===== src/core/wkh_pkg.sv =====
// Shared constants, register map and types of the wake and detect sequencer.
package wkh_pkg;

  // ------
  // Clock and timing
  // ------
  localparam int CLK_PERIOD_NS = 100;
  localparam int T_XFER_NS     = 2000;    // Status copy settle time.
  localparam int T_ARM_NS      = 100000;  // Wait before detection is started.
  localparam int CYC_XFER      = (T_XFER_NS + CLK_PERIOD_NS - 1) / CLK_PERIOD_NS;
  localparam int CYC_ARM       = (T_ARM_NS + CLK_PERIOD_NS - 1) / CLK_PERIOD_NS;
  localparam int TMR_W         = 24;

  // ------
  // Device register map
  // ------
  localparam logic [15:0] MASTER_CLOCK_CONTROL       = 16'h1009;
  localparam logic [15:0] POWER_DOWN_CONTROL_ONE     = 16'h1101;
  localparam logic [15:0] POWER_DOWN_CONTROL_TWO     = 16'h1102;
  localparam logic [15:0] HEADSET_DETECT_CONTROL_TWO = 16'h1120;
  localparam logic [15:0] CODEC_EVENT_STATUS         = 16'h1308;
  localparam logic [15:0] DETECT_EVENT_STATUS_ONE    = 16'h1309;
  localparam logic [15:0] DETECT_EVENT_STATUS_TWO    = 16'h130A;
  localparam logic [15:0] CODEC_EVENT_MASK           = 16'h131B;
  localparam logic [15:0] HEADSET_CLAMP_CONTROL      = 16'h1B70;
  localparam logic [15:0] WAKE_CONTROL               = 16'h1B71;
  localparam logic [15:0] MISC_DETECT_CONTROL        = 16'h1B74;
  localparam logic [15:0] MIC_DETECT_CONTROL_ONE     = 16'h1B75;
  localparam logic [15:0] CONVERTER_CONTROL_TWO      = 16'h1F06;

  // ------
  // Values written and fields read
  // ------
  localparam logic [7:0] VAL_CLAMP_OFF    = 8'h80;
  localparam logic [7:0] VAL_MCLK_ON      = 8'h00;
  localparam logic [7:0] VAL_WAKE_ARMED   = 8'hC0;
  localparam logic [7:0] VAL_WAKE_RELEASE = 8'hC1;
  localparam logic [7:0] VAL_MIC_COPY_IN  = 8'h5F;
  localparam logic [7:0] VAL_MIC_COPY_OUT = 8'h9F;
  localparam logic [7:0] VAL_PDN_ONE      = 8'hFE;
  localparam logic [7:0] VAL_PDN_TWO      = 8'h87;
  localparam logic [7:0] VAL_CONV_TWO     = 8'h86;
  localparam logic [7:0] VAL_MISC_DET     = 8'h07;
  localparam logic [7:0] VAL_EVENT_MASK   = 8'h01;
  localparam logic [7:0] VAL_DET_IDLE     = 8'h80;
  localparam logic [7:0] VAL_DET_RUN      = 8'hC0;
  localparam logic [7:0] VAL_NONE         = 8'h00;
  localparam int         PLUG_BIT         = 6;
  localparam int         UNPLUG_BIT       = 5;
  localparam int         AUTO_DONE_BIT    = 1;

  // ------
  // Software register map
  // ------
  localparam logic [3:0] SW_CONFIG = 4'h0;
  localparam logic [3:0] SW_CMD    = 4'h1;
  localparam logic [3:0] SW_STATUS = 4'h2;
  localparam logic [3:0] SW_STAT1  = 4'h3;
  localparam logic [3:0] SW_STAT2  = 4'h4;
  localparam int CFG_USE_WAKE = 0;
  localparam int CFG_USE_INT  = 1;
  localparam int CFG_ARMED    = 2;
  localparam int CMD_STANDBY  = 0;
  localparam int CMD_WAKE     = 1;

  // ------
  // Sequence program
  // ------
  typedef enum logic [2:0] {
    OP_WR, OP_RD, OP_WAIT, OP_PWR, OP_BRANCH, OP_POLL, OP_END
  } wkh_op_t;

  typedef enum logic [1:0] {
    W_REF, W_XFER, W_BIAS, W_ARM
  } wkh_wait_t;

  typedef struct packed {
    wkh_op_t     op;
    logic [15:0] addr;
    logic [7:0]  data;
  } wkh_step_t;

  typedef enum logic [2:0] {
    S_IDLE  = 3'h0,
    S_FETCH = 3'h1,
    S_REQ   = 3'h3,
    S_TIMER = 3'h2,
    S_NEXT  = 3'h6
  } wkh_state_t;

  localparam logic [4:0] PC_STANDBY = 5'h00;
  localparam logic [4:0] PC_WAKE    = 5'h02;

endpackage : wkh_pkg


===== src/core/wkh_tmr_if.sv =====
// Interface between the sequencer and its wait timer.
`timescale 1ns/1ps
`default_nettype none
interface wkh_tmr_if #(parameter int W = 24);
  logic         load;
  logic [W-1:0] count;
  logic         busy;
  logic         expired;
  modport ctrl (output load, output count, input busy, input expired);
  modport tmr  (input load, input count, output busy, output expired);
endinterface : wkh_tmr_if
`default_nettype wire


===== src/core/wkh_sequencer.sv =====
// Host sequencer that prepares standby and walks the codec out of it.
//
// What the device needs and what this block does
// Device datapath needs 12/24 MHz bit clock.
// Device starts on bypass, moves after settling.
// Device synthesizer settles within 1 ms.
// Turn headset clamps off before standby.
// Start wake sequence on wake/interrupt pin.
// Apply supplies, reference, then master clock 0x00.
// Device rate is master clock over 250.
// Write wake control 0xC0, masks set.
// Release wake pin: write 0xC1 then 0xC0.
// Write mic detect 0x5F, wait 2 us.
// Read both status; continue only on plug.
// On plug write mic detect 0x9F.
// Write power down one 0xFE.
// Write power down two 0x87.
// Write converter control two 0x86.
// Write misc detect control 0x07.
// Wait bias startup plus ramp time.
// Write event mask 0x01.
// Write detect control 0x80, wait 100 us.
// Write detect control 0xC0, poll done.
// Steps strictly in order, waits honoured.
`timescale 1ns/1ps
`default_nettype none
module wkh_sequencer #(
  parameter int REF_WAIT_CYC  = 100,
  parameter int BIAS_WAIT_CYC = 10000,
  parameter int POLL_LIMIT    = 64
) (
  // Clock and reset.
  input  wire logic        clock,
  input  wire logic        rst_n,
  // Software register port.
  input  wire logic [3:0]  sw_addr,
  input  wire logic [7:0]  sw_wdata,
  input  wire logic        sw_write,
  input  wire logic        sw_read,
  output logic      [7:0]  sw_rdata,
  // Device control port.
  output logic             dev_req,
  output logic             dev_write,
  output logic      [15:0] dev_addr,
  output logic      [7:0]  dev_wdata,
  input  wire logic        dev_ack,
  input  wire logic [7:0]  dev_rdata,
  // Device pins and supplies.
  input  wire logic        wake_n,
  input  wire logic        irq_n,
  output logic             supply_en,
  output logic             ref_clock_en
);

  // ------
  // Checks and program table
  // ------
  initial begin
    if (REF_WAIT_CYC < 1 || BIAS_WAIT_CYC < 1 ||
        BIAS_WAIT_CYC >= (1 << wkh_pkg::TMR_W))
      $error("wkh_sequencer: wait count out of range");
    if (POLL_LIMIT < 1 || POLL_LIMIT > 255)
      $error("wkh_sequencer: poll limit out of range");
  end

  // One step of the program.
  function automatic wkh_pkg::wkh_step_t step_at(input logic [4:0] pc);
    wkh_pkg::wkh_step_t s;
    s = '{wkh_pkg::OP_END, 16'h0000, wkh_pkg::VAL_NONE};
    case (pc)
      5'h00: s = '{wkh_pkg::OP_WR, wkh_pkg::HEADSET_CLAMP_CONTROL,
                   wkh_pkg::VAL_CLAMP_OFF};
      5'h01: s = '{wkh_pkg::OP_END, 16'h0000, wkh_pkg::VAL_NONE};
      5'h02: s = '{wkh_pkg::OP_PWR, 16'h0000, wkh_pkg::VAL_NONE};
      5'h03: s = '{wkh_pkg::OP_WAIT, 16'h0000, 8'(wkh_pkg::W_REF)};
      5'h04: s = '{wkh_pkg::OP_WR, wkh_pkg::MASTER_CLOCK_CONTROL,
                   wkh_pkg::VAL_MCLK_ON};
      5'h05: s = '{wkh_pkg::OP_WR, wkh_pkg::WAKE_CONTROL,
                   wkh_pkg::VAL_WAKE_ARMED};
      5'h06: s = '{wkh_pkg::OP_WR, wkh_pkg::MIC_DETECT_CONTROL_ONE,
                   wkh_pkg::VAL_MIC_COPY_IN};
      5'h07: s = '{wkh_pkg::OP_WAIT, 16'h0000, 8'(wkh_pkg::W_XFER)};
      5'h08: s = '{wkh_pkg::OP_RD, wkh_pkg::DETECT_EVENT_STATUS_ONE,
                   wkh_pkg::VAL_NONE};
      5'h09: s = '{wkh_pkg::OP_RD, wkh_pkg::DETECT_EVENT_STATUS_TWO,
                   wkh_pkg::VAL_NONE};
      5'h0A: s = '{wkh_pkg::OP_WR, wkh_pkg::WAKE_CONTROL,
                   wkh_pkg::VAL_WAKE_RELEASE};
      5'h0B: s = '{wkh_pkg::OP_WR, wkh_pkg::WAKE_CONTROL,
                   wkh_pkg::VAL_WAKE_ARMED};
      5'h0C: s = '{wkh_pkg::OP_BRANCH, 16'h0000, wkh_pkg::VAL_NONE};
      5'h0D: s = '{wkh_pkg::OP_WR, wkh_pkg::MIC_DETECT_CONTROL_ONE,
                   wkh_pkg::VAL_MIC_COPY_OUT};
      5'h0E: s = '{wkh_pkg::OP_WR, wkh_pkg::POWER_DOWN_CONTROL_ONE,
                   wkh_pkg::VAL_PDN_ONE};
      5'h0F: s = '{wkh_pkg::OP_WR, wkh_pkg::POWER_DOWN_CONTROL_TWO,
                   wkh_pkg::VAL_PDN_TWO};
      5'h10: s = '{wkh_pkg::OP_WR, wkh_pkg::CONVERTER_CONTROL_TWO,
                   wkh_pkg::VAL_CONV_TWO};
      5'h11: s = '{wkh_pkg::OP_WR, wkh_pkg::MISC_DETECT_CONTROL,
                   wkh_pkg::VAL_MISC_DET};
      5'h12: s = '{wkh_pkg::OP_WAIT, 16'h0000, 8'(wkh_pkg::W_BIAS)};
      5'h13: s = '{wkh_pkg::OP_WR, wkh_pkg::CODEC_EVENT_MASK,
                   wkh_pkg::VAL_EVENT_MASK};
      5'h14: s = '{wkh_pkg::OP_WR, wkh_pkg::HEADSET_DETECT_CONTROL_TWO,
                   wkh_pkg::VAL_DET_IDLE};
      5'h15: s = '{wkh_pkg::OP_WAIT, 16'h0000, 8'(wkh_pkg::W_ARM)};
      5'h16: s = '{wkh_pkg::OP_WR, wkh_pkg::HEADSET_DETECT_CONTROL_TWO,
                   wkh_pkg::VAL_DET_RUN};
      5'h17: s = '{wkh_pkg::OP_POLL, wkh_pkg::CODEC_EVENT_STATUS,
                   wkh_pkg::VAL_NONE};
      default: s = '{wkh_pkg::OP_END, 16'h0000, wkh_pkg::VAL_NONE};
    endcase
    return s;
  endfunction : step_at

  // Cycle count for each kind of wait.
  function automatic logic [wkh_pkg::TMR_W-1:0] wait_len(input logic [1:0] id);
    logic [wkh_pkg::TMR_W-1:0] n;
    n = wkh_pkg::TMR_W'(REF_WAIT_CYC);
    case (id)
      2'(wkh_pkg::W_REF):  n = wkh_pkg::TMR_W'(REF_WAIT_CYC);
      2'(wkh_pkg::W_XFER): n = wkh_pkg::TMR_W'(wkh_pkg::CYC_XFER);
      2'(wkh_pkg::W_BIAS): n = wkh_pkg::TMR_W'(BIAS_WAIT_CYC);
      2'(wkh_pkg::W_ARM):  n = wkh_pkg::TMR_W'(wkh_pkg::CYC_ARM);
      default:             n = wkh_pkg::TMR_W'(REF_WAIT_CYC);
    endcase
    return n;
  endfunction : wait_len

  // ------
  // Pin synchronisers
  // ------
  logic [2:0] wake_s_q;
  logic [2:0] irq_s_q;
  logic       wake_f_q;
  logic       irq_f_q;

  // Three stages; the filtered level moves once stages two and three agree.
  always_ff @(posedge clock) begin
    if (!rst_n) begin
      wake_s_q <= 3'h7;
      irq_s_q  <= 3'h7;
      wake_f_q <= 1'b1;
      irq_f_q  <= 1'b1;
    end else begin
      wake_s_q <= {wake_s_q[1:0], wake_n};
      irq_s_q  <= {irq_s_q[1:0], irq_n};
      if (wake_s_q[1] == wake_s_q[2]) wake_f_q <= wake_s_q[2];
      if (irq_s_q[1] == irq_s_q[2])   irq_f_q  <= irq_s_q[2];
    end
  end

  // ------
  // Software registers
  // ------
  logic [2:0] cfg_q;
  logic [7:0] stat1_q;
  logic [7:0] stat2_q;
  logic       standby_q;
  logic       done_q;
  logic       no_plug_q;
  logic       timeout_q;
  logic       busy;
  logic [7:0] rd_mux;

  wire wr_cfg = sw_write && (sw_addr == wkh_pkg::SW_CONFIG);
  wire wr_cmd = sw_write && (sw_addr == wkh_pkg::SW_CMD);
  wire cmd_sb = wr_cmd && sw_wdata[wkh_pkg::CMD_STANDBY];
  wire cmd_wk = wr_cmd && sw_wdata[wkh_pkg::CMD_WAKE];
  wire pin_ev = (cfg_q[wkh_pkg::CFG_USE_WAKE] && !wake_f_q) ||
                (cfg_q[wkh_pkg::CFG_USE_INT] && !irq_f_q);
  wire auto_wk = cfg_q[wkh_pkg::CFG_ARMED] && standby_q && pin_ev;

  // Read selection; unmapped addresses read zero.
  assign rd_mux =
    (sw_addr == wkh_pkg::SW_CONFIG) ? {5'h00, cfg_q} :
    (sw_addr == wkh_pkg::SW_STATUS) ?
      {2'h0, stat1_q[wkh_pkg::PLUG_BIT], timeout_q, no_plug_q, done_q,
       standby_q, busy} :
    (sw_addr == wkh_pkg::SW_STAT1)  ? stat1_q :
    (sw_addr == wkh_pkg::SW_STAT2)  ? stat2_q : 8'h00;

  // Configuration register and registered read data.
  always_ff @(posedge clock) begin
    if (!rst_n) begin
      cfg_q    <= 3'h0;
      sw_rdata <= 8'h00;
    end else begin
      if (wr_cfg) cfg_q <= sw_wdata[2:0];
      sw_rdata <= sw_read ? rd_mux : 8'h00;
    end
  end

  // ------
  // Sequencer
  // ------
  wkh_pkg::wkh_state_t state_q;
  logic [4:0]          pc_q;
  logic [7:0]          polls_q;
  wkh_pkg::wkh_step_t  cur;
  wkh_tmr_if #(.W(wkh_pkg::TMR_W)) tmr ();

  assign cur  = step_at(pc_q);
  assign busy = (state_q != wkh_pkg::S_IDLE);

  wire in_fetch = (state_q == wkh_pkg::S_FETCH);
  wire is_bus   = (cur.op == wkh_pkg::OP_WR) || (cur.op == wkh_pkg::OP_RD) ||
                  (cur.op == wkh_pkg::OP_POLL);
  wire acked    = (state_q == wkh_pkg::S_REQ) && dev_ack;
  wire poll_hit = dev_rdata[wkh_pkg::AUTO_DONE_BIT];
  wire poll_end = (polls_q == 8'(POLL_LIMIT - 1));
  wire plugged  = stat1_q[wkh_pkg::PLUG_BIT];
  wire start    = !busy && (cmd_sb || cmd_wk || auto_wk);

  assign tmr.load  = in_fetch && (cur.op == wkh_pkg::OP_WAIT);
  assign tmr.count = wait_len(cur.data[1:0]);

  wkh_timer #(.W(wkh_pkg::TMR_W)) u_timer (
    .clock (clock),
    .rst_n (rst_n),
    .t     (tmr.tmr)
  );

  // Step engine: one step at a time.
  always_ff @(posedge clock) begin
    if (!rst_n) begin
      state_q <= wkh_pkg::S_IDLE;
      pc_q    <= wkh_pkg::PC_STANDBY;
      polls_q <= 8'h00;
    end else begin
      case (state_q)
        wkh_pkg::S_IDLE: begin
          if (start) begin
            pc_q    <= cmd_sb ? wkh_pkg::PC_STANDBY : wkh_pkg::PC_WAKE;
            polls_q <= 8'h00;
            state_q <= wkh_pkg::S_FETCH;
          end
        end
        wkh_pkg::S_FETCH: begin
          if (is_bus) state_q <= wkh_pkg::S_REQ;
          else if (cur.op == wkh_pkg::OP_WAIT) state_q <= wkh_pkg::S_TIMER;
          else if (cur.op == wkh_pkg::OP_END) state_q <= wkh_pkg::S_IDLE;
          else if (cur.op == wkh_pkg::OP_BRANCH && !plugged)
            state_q <= wkh_pkg::S_IDLE;
          else state_q <= wkh_pkg::S_NEXT;
        end
        wkh_pkg::S_REQ: begin
          if (dev_ack) begin
            if (cur.op != wkh_pkg::OP_POLL || poll_hit) begin
              state_q <= wkh_pkg::S_NEXT;
            end else if (poll_end) begin
              state_q <= wkh_pkg::S_IDLE;
            end else begin
              polls_q <= polls_q + 8'h01;
              state_q <= wkh_pkg::S_FETCH;
            end
          end
        end
        wkh_pkg::S_TIMER: begin
          if (tmr.expired) state_q <= wkh_pkg::S_NEXT;
        end
        wkh_pkg::S_NEXT: begin
          pc_q    <= pc_q + 5'h01;
          state_q <= wkh_pkg::S_FETCH;
        end
        default: state_q <= wkh_pkg::S_IDLE;
      endcase
    end
  end

  // Device port fields, held until the acknowledge.
  always_ff @(posedge clock) begin
    if (!rst_n) begin
      dev_req   <= 1'b0;
      dev_write <= 1'b0;
      dev_addr  <= 16'h0000;
      dev_wdata <= 8'h00;
    end else if (in_fetch && is_bus) begin
      dev_req   <= 1'b1;
      dev_write <= (cur.op == wkh_pkg::OP_WR);
      dev_addr  <= cur.addr;
      dev_wdata <= cur.data;
    end else if (acked) begin
      dev_req   <= 1'b0;
      dev_write <= 1'b0;
    end
  end

  // Captured status bytes and outcome flags.
  always_ff @(posedge clock) begin
    if (!rst_n) begin
      stat1_q      <= 8'h00;
      stat2_q      <= 8'h00;
      standby_q    <= 1'b0;
      done_q       <= 1'b0;
      no_plug_q    <= 1'b0;
      timeout_q    <= 1'b0;
      supply_en    <= 1'b0;
      ref_clock_en <= 1'b0;
    end else begin
      if (start) begin
        done_q    <= 1'b0;
        no_plug_q <= 1'b0;
        timeout_q <= 1'b0;
      end
      if (acked && dev_addr == wkh_pkg::DETECT_EVENT_STATUS_ONE)
        stat1_q <= dev_rdata;
      if (acked && dev_addr == wkh_pkg::DETECT_EVENT_STATUS_TWO)
        stat2_q <= dev_rdata;
      if (in_fetch && cur.op == wkh_pkg::OP_PWR) begin
        supply_en    <= 1'b1;
        ref_clock_en <= 1'b1;
      end
      if (in_fetch && cur.op == wkh_pkg::OP_END) begin
        standby_q <= (pc_q == wkh_pkg::PC_STANDBY + 5'h01);
        done_q    <= (pc_q != wkh_pkg::PC_STANDBY + 5'h01);
      end
      if (in_fetch && cur.op == wkh_pkg::OP_BRANCH && !plugged) begin
        standby_q <= 1'b1;
        no_plug_q <= 1'b1;
      end
      if (acked && cur.op == wkh_pkg::OP_POLL && !poll_hit && poll_end)
        timeout_q <= 1'b1;
      if (start && !cmd_sb) standby_q <= 1'b0;
    end
  end

endmodule : wkh_sequencer
`default_nettype wire


===== src/core/wkh_timer.sv =====
// Down-counting wait timer that pulses once when its count runs out.
`timescale 1ns/1ps
`default_nettype none
module wkh_timer #(
  parameter int W = 24
) (
  // Clock and reset.
  input  wire logic clock,
  input  wire logic rst_n,
  // Timer control.
  wkh_tmr_if.tmr    t
);

  logic [W-1:0] cnt_q;
  logic         busy_q;
  logic         exp_q;
  wire          last = busy_q && (cnt_q == {{(W-1){1'b0}}, 1'b1});

  initial begin
    if (W < 2) $error("wkh_timer: width too small");
  end

  // Load, count down and flag the last cycle.
  always_ff @(posedge clock) begin
    if (!rst_n) begin
      cnt_q  <= '0;
      busy_q <= 1'b0;
      exp_q  <= 1'b0;
    end else begin
      exp_q <= last && !t.load;
      if (t.load) begin
        cnt_q  <= t.count;
        busy_q <= 1'b1;
      end else if (busy_q) begin
        cnt_q  <= cnt_q - 1'b1;
        busy_q <= !last;
      end
    end
  end

  assign t.busy    = busy_q;
  assign t.expired = exp_q;

endmodule : wkh_timer
`default_nettype wire


===== config.mk =====
export PLATFORM = sky130hd
export DESIGN_NAME = wkh_sequencer
export DESIGN_NICKNAME = d
export VERILOG_FILES = /design/src/core/wkh_pkg.sv /design/src/core/wkh_tmr_if.sv /design/src/core/wkh_sequencer.sv /design/src/core/wkh_timer.sv
export SDC_FILE = /design/constraint.sdc
export NUM_CORES = 1
export LEC_CHECK = 0
export BUFFER_PORTS_ARGS = -buffer_cell sky130_fd_sc_hd__buf_2
export CORE_ASPECT_RATIO = 0.7
export CORE_MARGIN = 8
export CORE_UTILIZATION = 59
export CTS_CLUSTER_SIZE = 20
export DETAILED_ROUTE_END_ITERATION = 7
export MAX_ROUTING_LAYER = met4
export PLACE_DENSITY_LB_ADDON = 0.3
export SLEW_MARGIN = 15
export SYNTH_ARGS = -nofsm -noshare
export SYNTH_HDL_FRONTEND = slang
export SYNTH_SLANG_ARGS = --single-unit

===== constraint.sdc =====
create_clock -name clock -period 3.9 [get_ports clock]
set_input_delay 0.39 -clock clock [delete_from_list [all_inputs] [get_ports clock]]
set_output_delay 0.39 -clock clock [all_outputs]
set_load 0.02 [all_outputs]

==> impl_metrics.tcl <==
set metrics [dict create \
    r2r_slack_ns 0.94 \
    hp-class "in -> reg" \
    setup.worst_path.start "state_q[1]" \
    end_kind "flip-flop" \
    yosys.area.top_type "dfxtp_1" \
    fin_crit_sh 0.759 \
    htreeDepth 4 \
    clkTransAtPathRegs_ns 0.06 \
    powerDensity_nw_per_um2 429 \
    synth_seq_cells 125 \
    finalSetupTns_ns 0 \
    dr.first_iter.drc_count 421 \
    synth.top_cell.area_share 0.421 \
    critPathCapture "cur[14]" \
    max_slew.worst_pin.slew_ns 0.858 \
    skew_ns 0.00577 \
    grt_max_degree 60 \
    cp.arrival_ns 3.23 \
    synth_edf_count 0 \
    synth_area_leaders "dfxtp_1 42%, nor2_1 4.9%, nand2_1 4.7%, a21oi_1 4.4%, mux2i_1 3.9%" \
    start_kind "flip-flop" \
    final_cells 866 \
    nNetsFinal 769 \
    status "completed" \
    cts.sinks 125 \
    required_ns 4.17 \
    cts_tree "built" \
    cts_resized 0 \
    r2r-end "cur[14]" \
    dp_hpwl_um 10400 \
    async_flop_share 0 \
    seq_area_frac_synth 0.421 \
    gp_congestion 0.924 \
    rsz0062_at_grt "false" \
    cts_hold_buffers 0 \
    yosysWarningCount 0 \
    fp.dieH_um 100 \
    cts_setup_buffers 0 \
    grt_pass1_vias 5065 \
    wl_per_cell_um 17.8 \
    syn-cell-area_sq_um 5950 \
    synth_cells 679 \
    wl_met1_um 6870 \
    synth.avg_cell_area_sq_um 8.76 \
    antenna_found_initial 0 \
    via_per_inst 6.04 \
    r2r-start "state_q[1]" \
    cts_max_path_buffers 2 \
    area_growth_pct 15.1 \
    worst-r2r-cell-count 8 \
    grt_usage 0.236 \
    diodes 0 \
    clk_latency_ns 0.41 \
    fp.dieW_um 136 \
    p_leak_nw 2.62 \
    drt_wl_total_um 15400 \
    hold_viol 0 \
    dp_cells 834 \
    numCtsBuffers 17 \
    synth_ff_type "dfxtp_1" \
    ys_types 82 \
    final_max_slew_viol_count 0 \
    row_count 30 \
    maxCapViolCount 0 \
    dr.pass1.iters 5 \
    setup_viol 0 \
    drive_gt1_frac 0.165 \
    die_area_sq_um 13600 \
    num_io_pins 63 \
    floorplan.initialDensity 0.609 \
    clockRootBuffer "clkbuf_16" \
    antenna_left 0 \
    io_buffers 53 \
    topRoutingLayerUsed "met4" \
    min_period_ns 2.96 \
    cp_max_fo 13 \
    coreArea_sq_um 9760 \
    grt_pass1_wl_um 25100 \
    slew_headroom 0.425 \
    fmax_ghz 0.338 \
    grt_overflow 0 \
    synth_most_common_cell "dfxtp_1" \
    ys_top_cells_by_count "125 x dfxtp_1, 78 x nor2_1, 74 x nand2_1" \
    wl_met3_um 1360 \
    path_class "reg -> reg" \
    ir_drop_mv 0.335 \
    drc 0 \
    wl_met2_um 6850 \
    num_vias 5230 \
]
-- layout by cell type, fill, tap and decap left out, drive strengths merged, types with 6 or more instances in the layout --
cell    synthesis  final
dfxtp         125    125
clkinv          0      6
inv            25     24
a22oi          11     11
mux2i          23     23
o22ai           7      7
nand2          75     75
nand3          22     22
nor2           79     79
nand2b         12     12
buf            20     63
nor2b          11     11
a21oi          54     54
ha             17     17
o211ai         10     10
a31oi          12     12
xnor2          24     24
or3             7      7
nor3           21     21
clkbuf         19     22
nor3b           7      7
nor4           10     10
xor2            7      7
o21ai          15     15
-- worst max-delay path: stages (launching register included) --
cell and delay (ns):
dfxtp_1 0.66, or3_1 0.29, a21oi_2 0.09, nor2_1 0.40, nand2_1 0.30, ha_1 0.45
nand3_1 0.14, a2bb2oi_2 0.33, o211ai_1 0.16
-- cell families (layout without fill, tap and decap cells) --
family,Yosys count,after routing,synth area share
and+or+nand+nor,274,274,0.234
AOI/OAI and AO/OA,142,142,0.171
DFF,125,125,0.421
buffers and inverters,64,120,0.0499
xor gates and xnor gates,31,31,0.0457
muxes,25,25,0.0425
adders and majority gates,17,17,0.0358
other,1,4,0.000631
-- how the worst min path moves through the flow --
| stage | from | end | slack (ns) | cells past startpoint |
|---|---|---|---|---|
| 6_report | wake_n | wake_s_q[0] | 0.15 | 2 |
| 2_1_floorplan | irq_s_q[0] | irq_s_q[1] | 0.39 | 1 |
| 3_3_place_gp | irq_s_q[0] | irq_s_q[1] | 0.39 | 1 |
| 3_5_place_dp | wake_s_q[0] | wake_s_q[1] | 0.40 | 1 |
| 4_1_cts | wake_n | wake_s_q[0] | 0.15 | 2 |
| 5_1_grt | irq_n | irq_s_q[0] | 0.16 | 2 |
-- metrics by stage --
step	worst slack (ns)	hold slack, ns	util	total power, mW	area [sq um]
finish	0.940	0.152	0.701	2.94	6840
global placement	0.818	0.387	0.642	1.41	6260
detailed placement	0.776	0.399	0.642	1.42	6260
CTS	1.00	0.150	0.701	2.95	6840
global route	0.766	0.156	0.701	3.02	6840
floorplan	1.07	0.386	-	1.38	5960
-- flip-flops by register name (all words and copies together), names as in the netlist, 3 cells and up --
register	count
dev_wdata	7
pc_q	5
stat1_q	8
u_timer.cnt_q	24
dev_addr	12
polls_q	8
irq_s_q	3
cfg_q	3
cur	22
sw_rdata	8
state_q	3
stat2_q	8
wake_s_q	3
-- power by group --
part           internal, mW  switching [mW]  total [mW]
sequential             1.29         0.00659        1.29
combinational        0.0308          0.0679      0.0988
clock                 0.972           0.572        1.54
total                  2.29           0.647        2.94
-- per-layer routing --
layer / vias up / track usage
met5: - / -
met2: 253 / 0.352
met3: 32 / 0.0758
met1: 2466 / 0.296
li1: 2479 / -
met4: 0 / 0.0799
-- area by class of cell --
class | count | area [sq um]
multi-input cells | 493 | 3170
flip-flops and latches | 125 | 2500
clock inverters | 10 | 115
inverters | 25 | 93.8
clock buffers | 22 | 464
well taps | 128 | 160
repair buffers | 63 | 340
fillers | 746 | 2920
No activity file was read; power rests on OpenSTA's default activity.
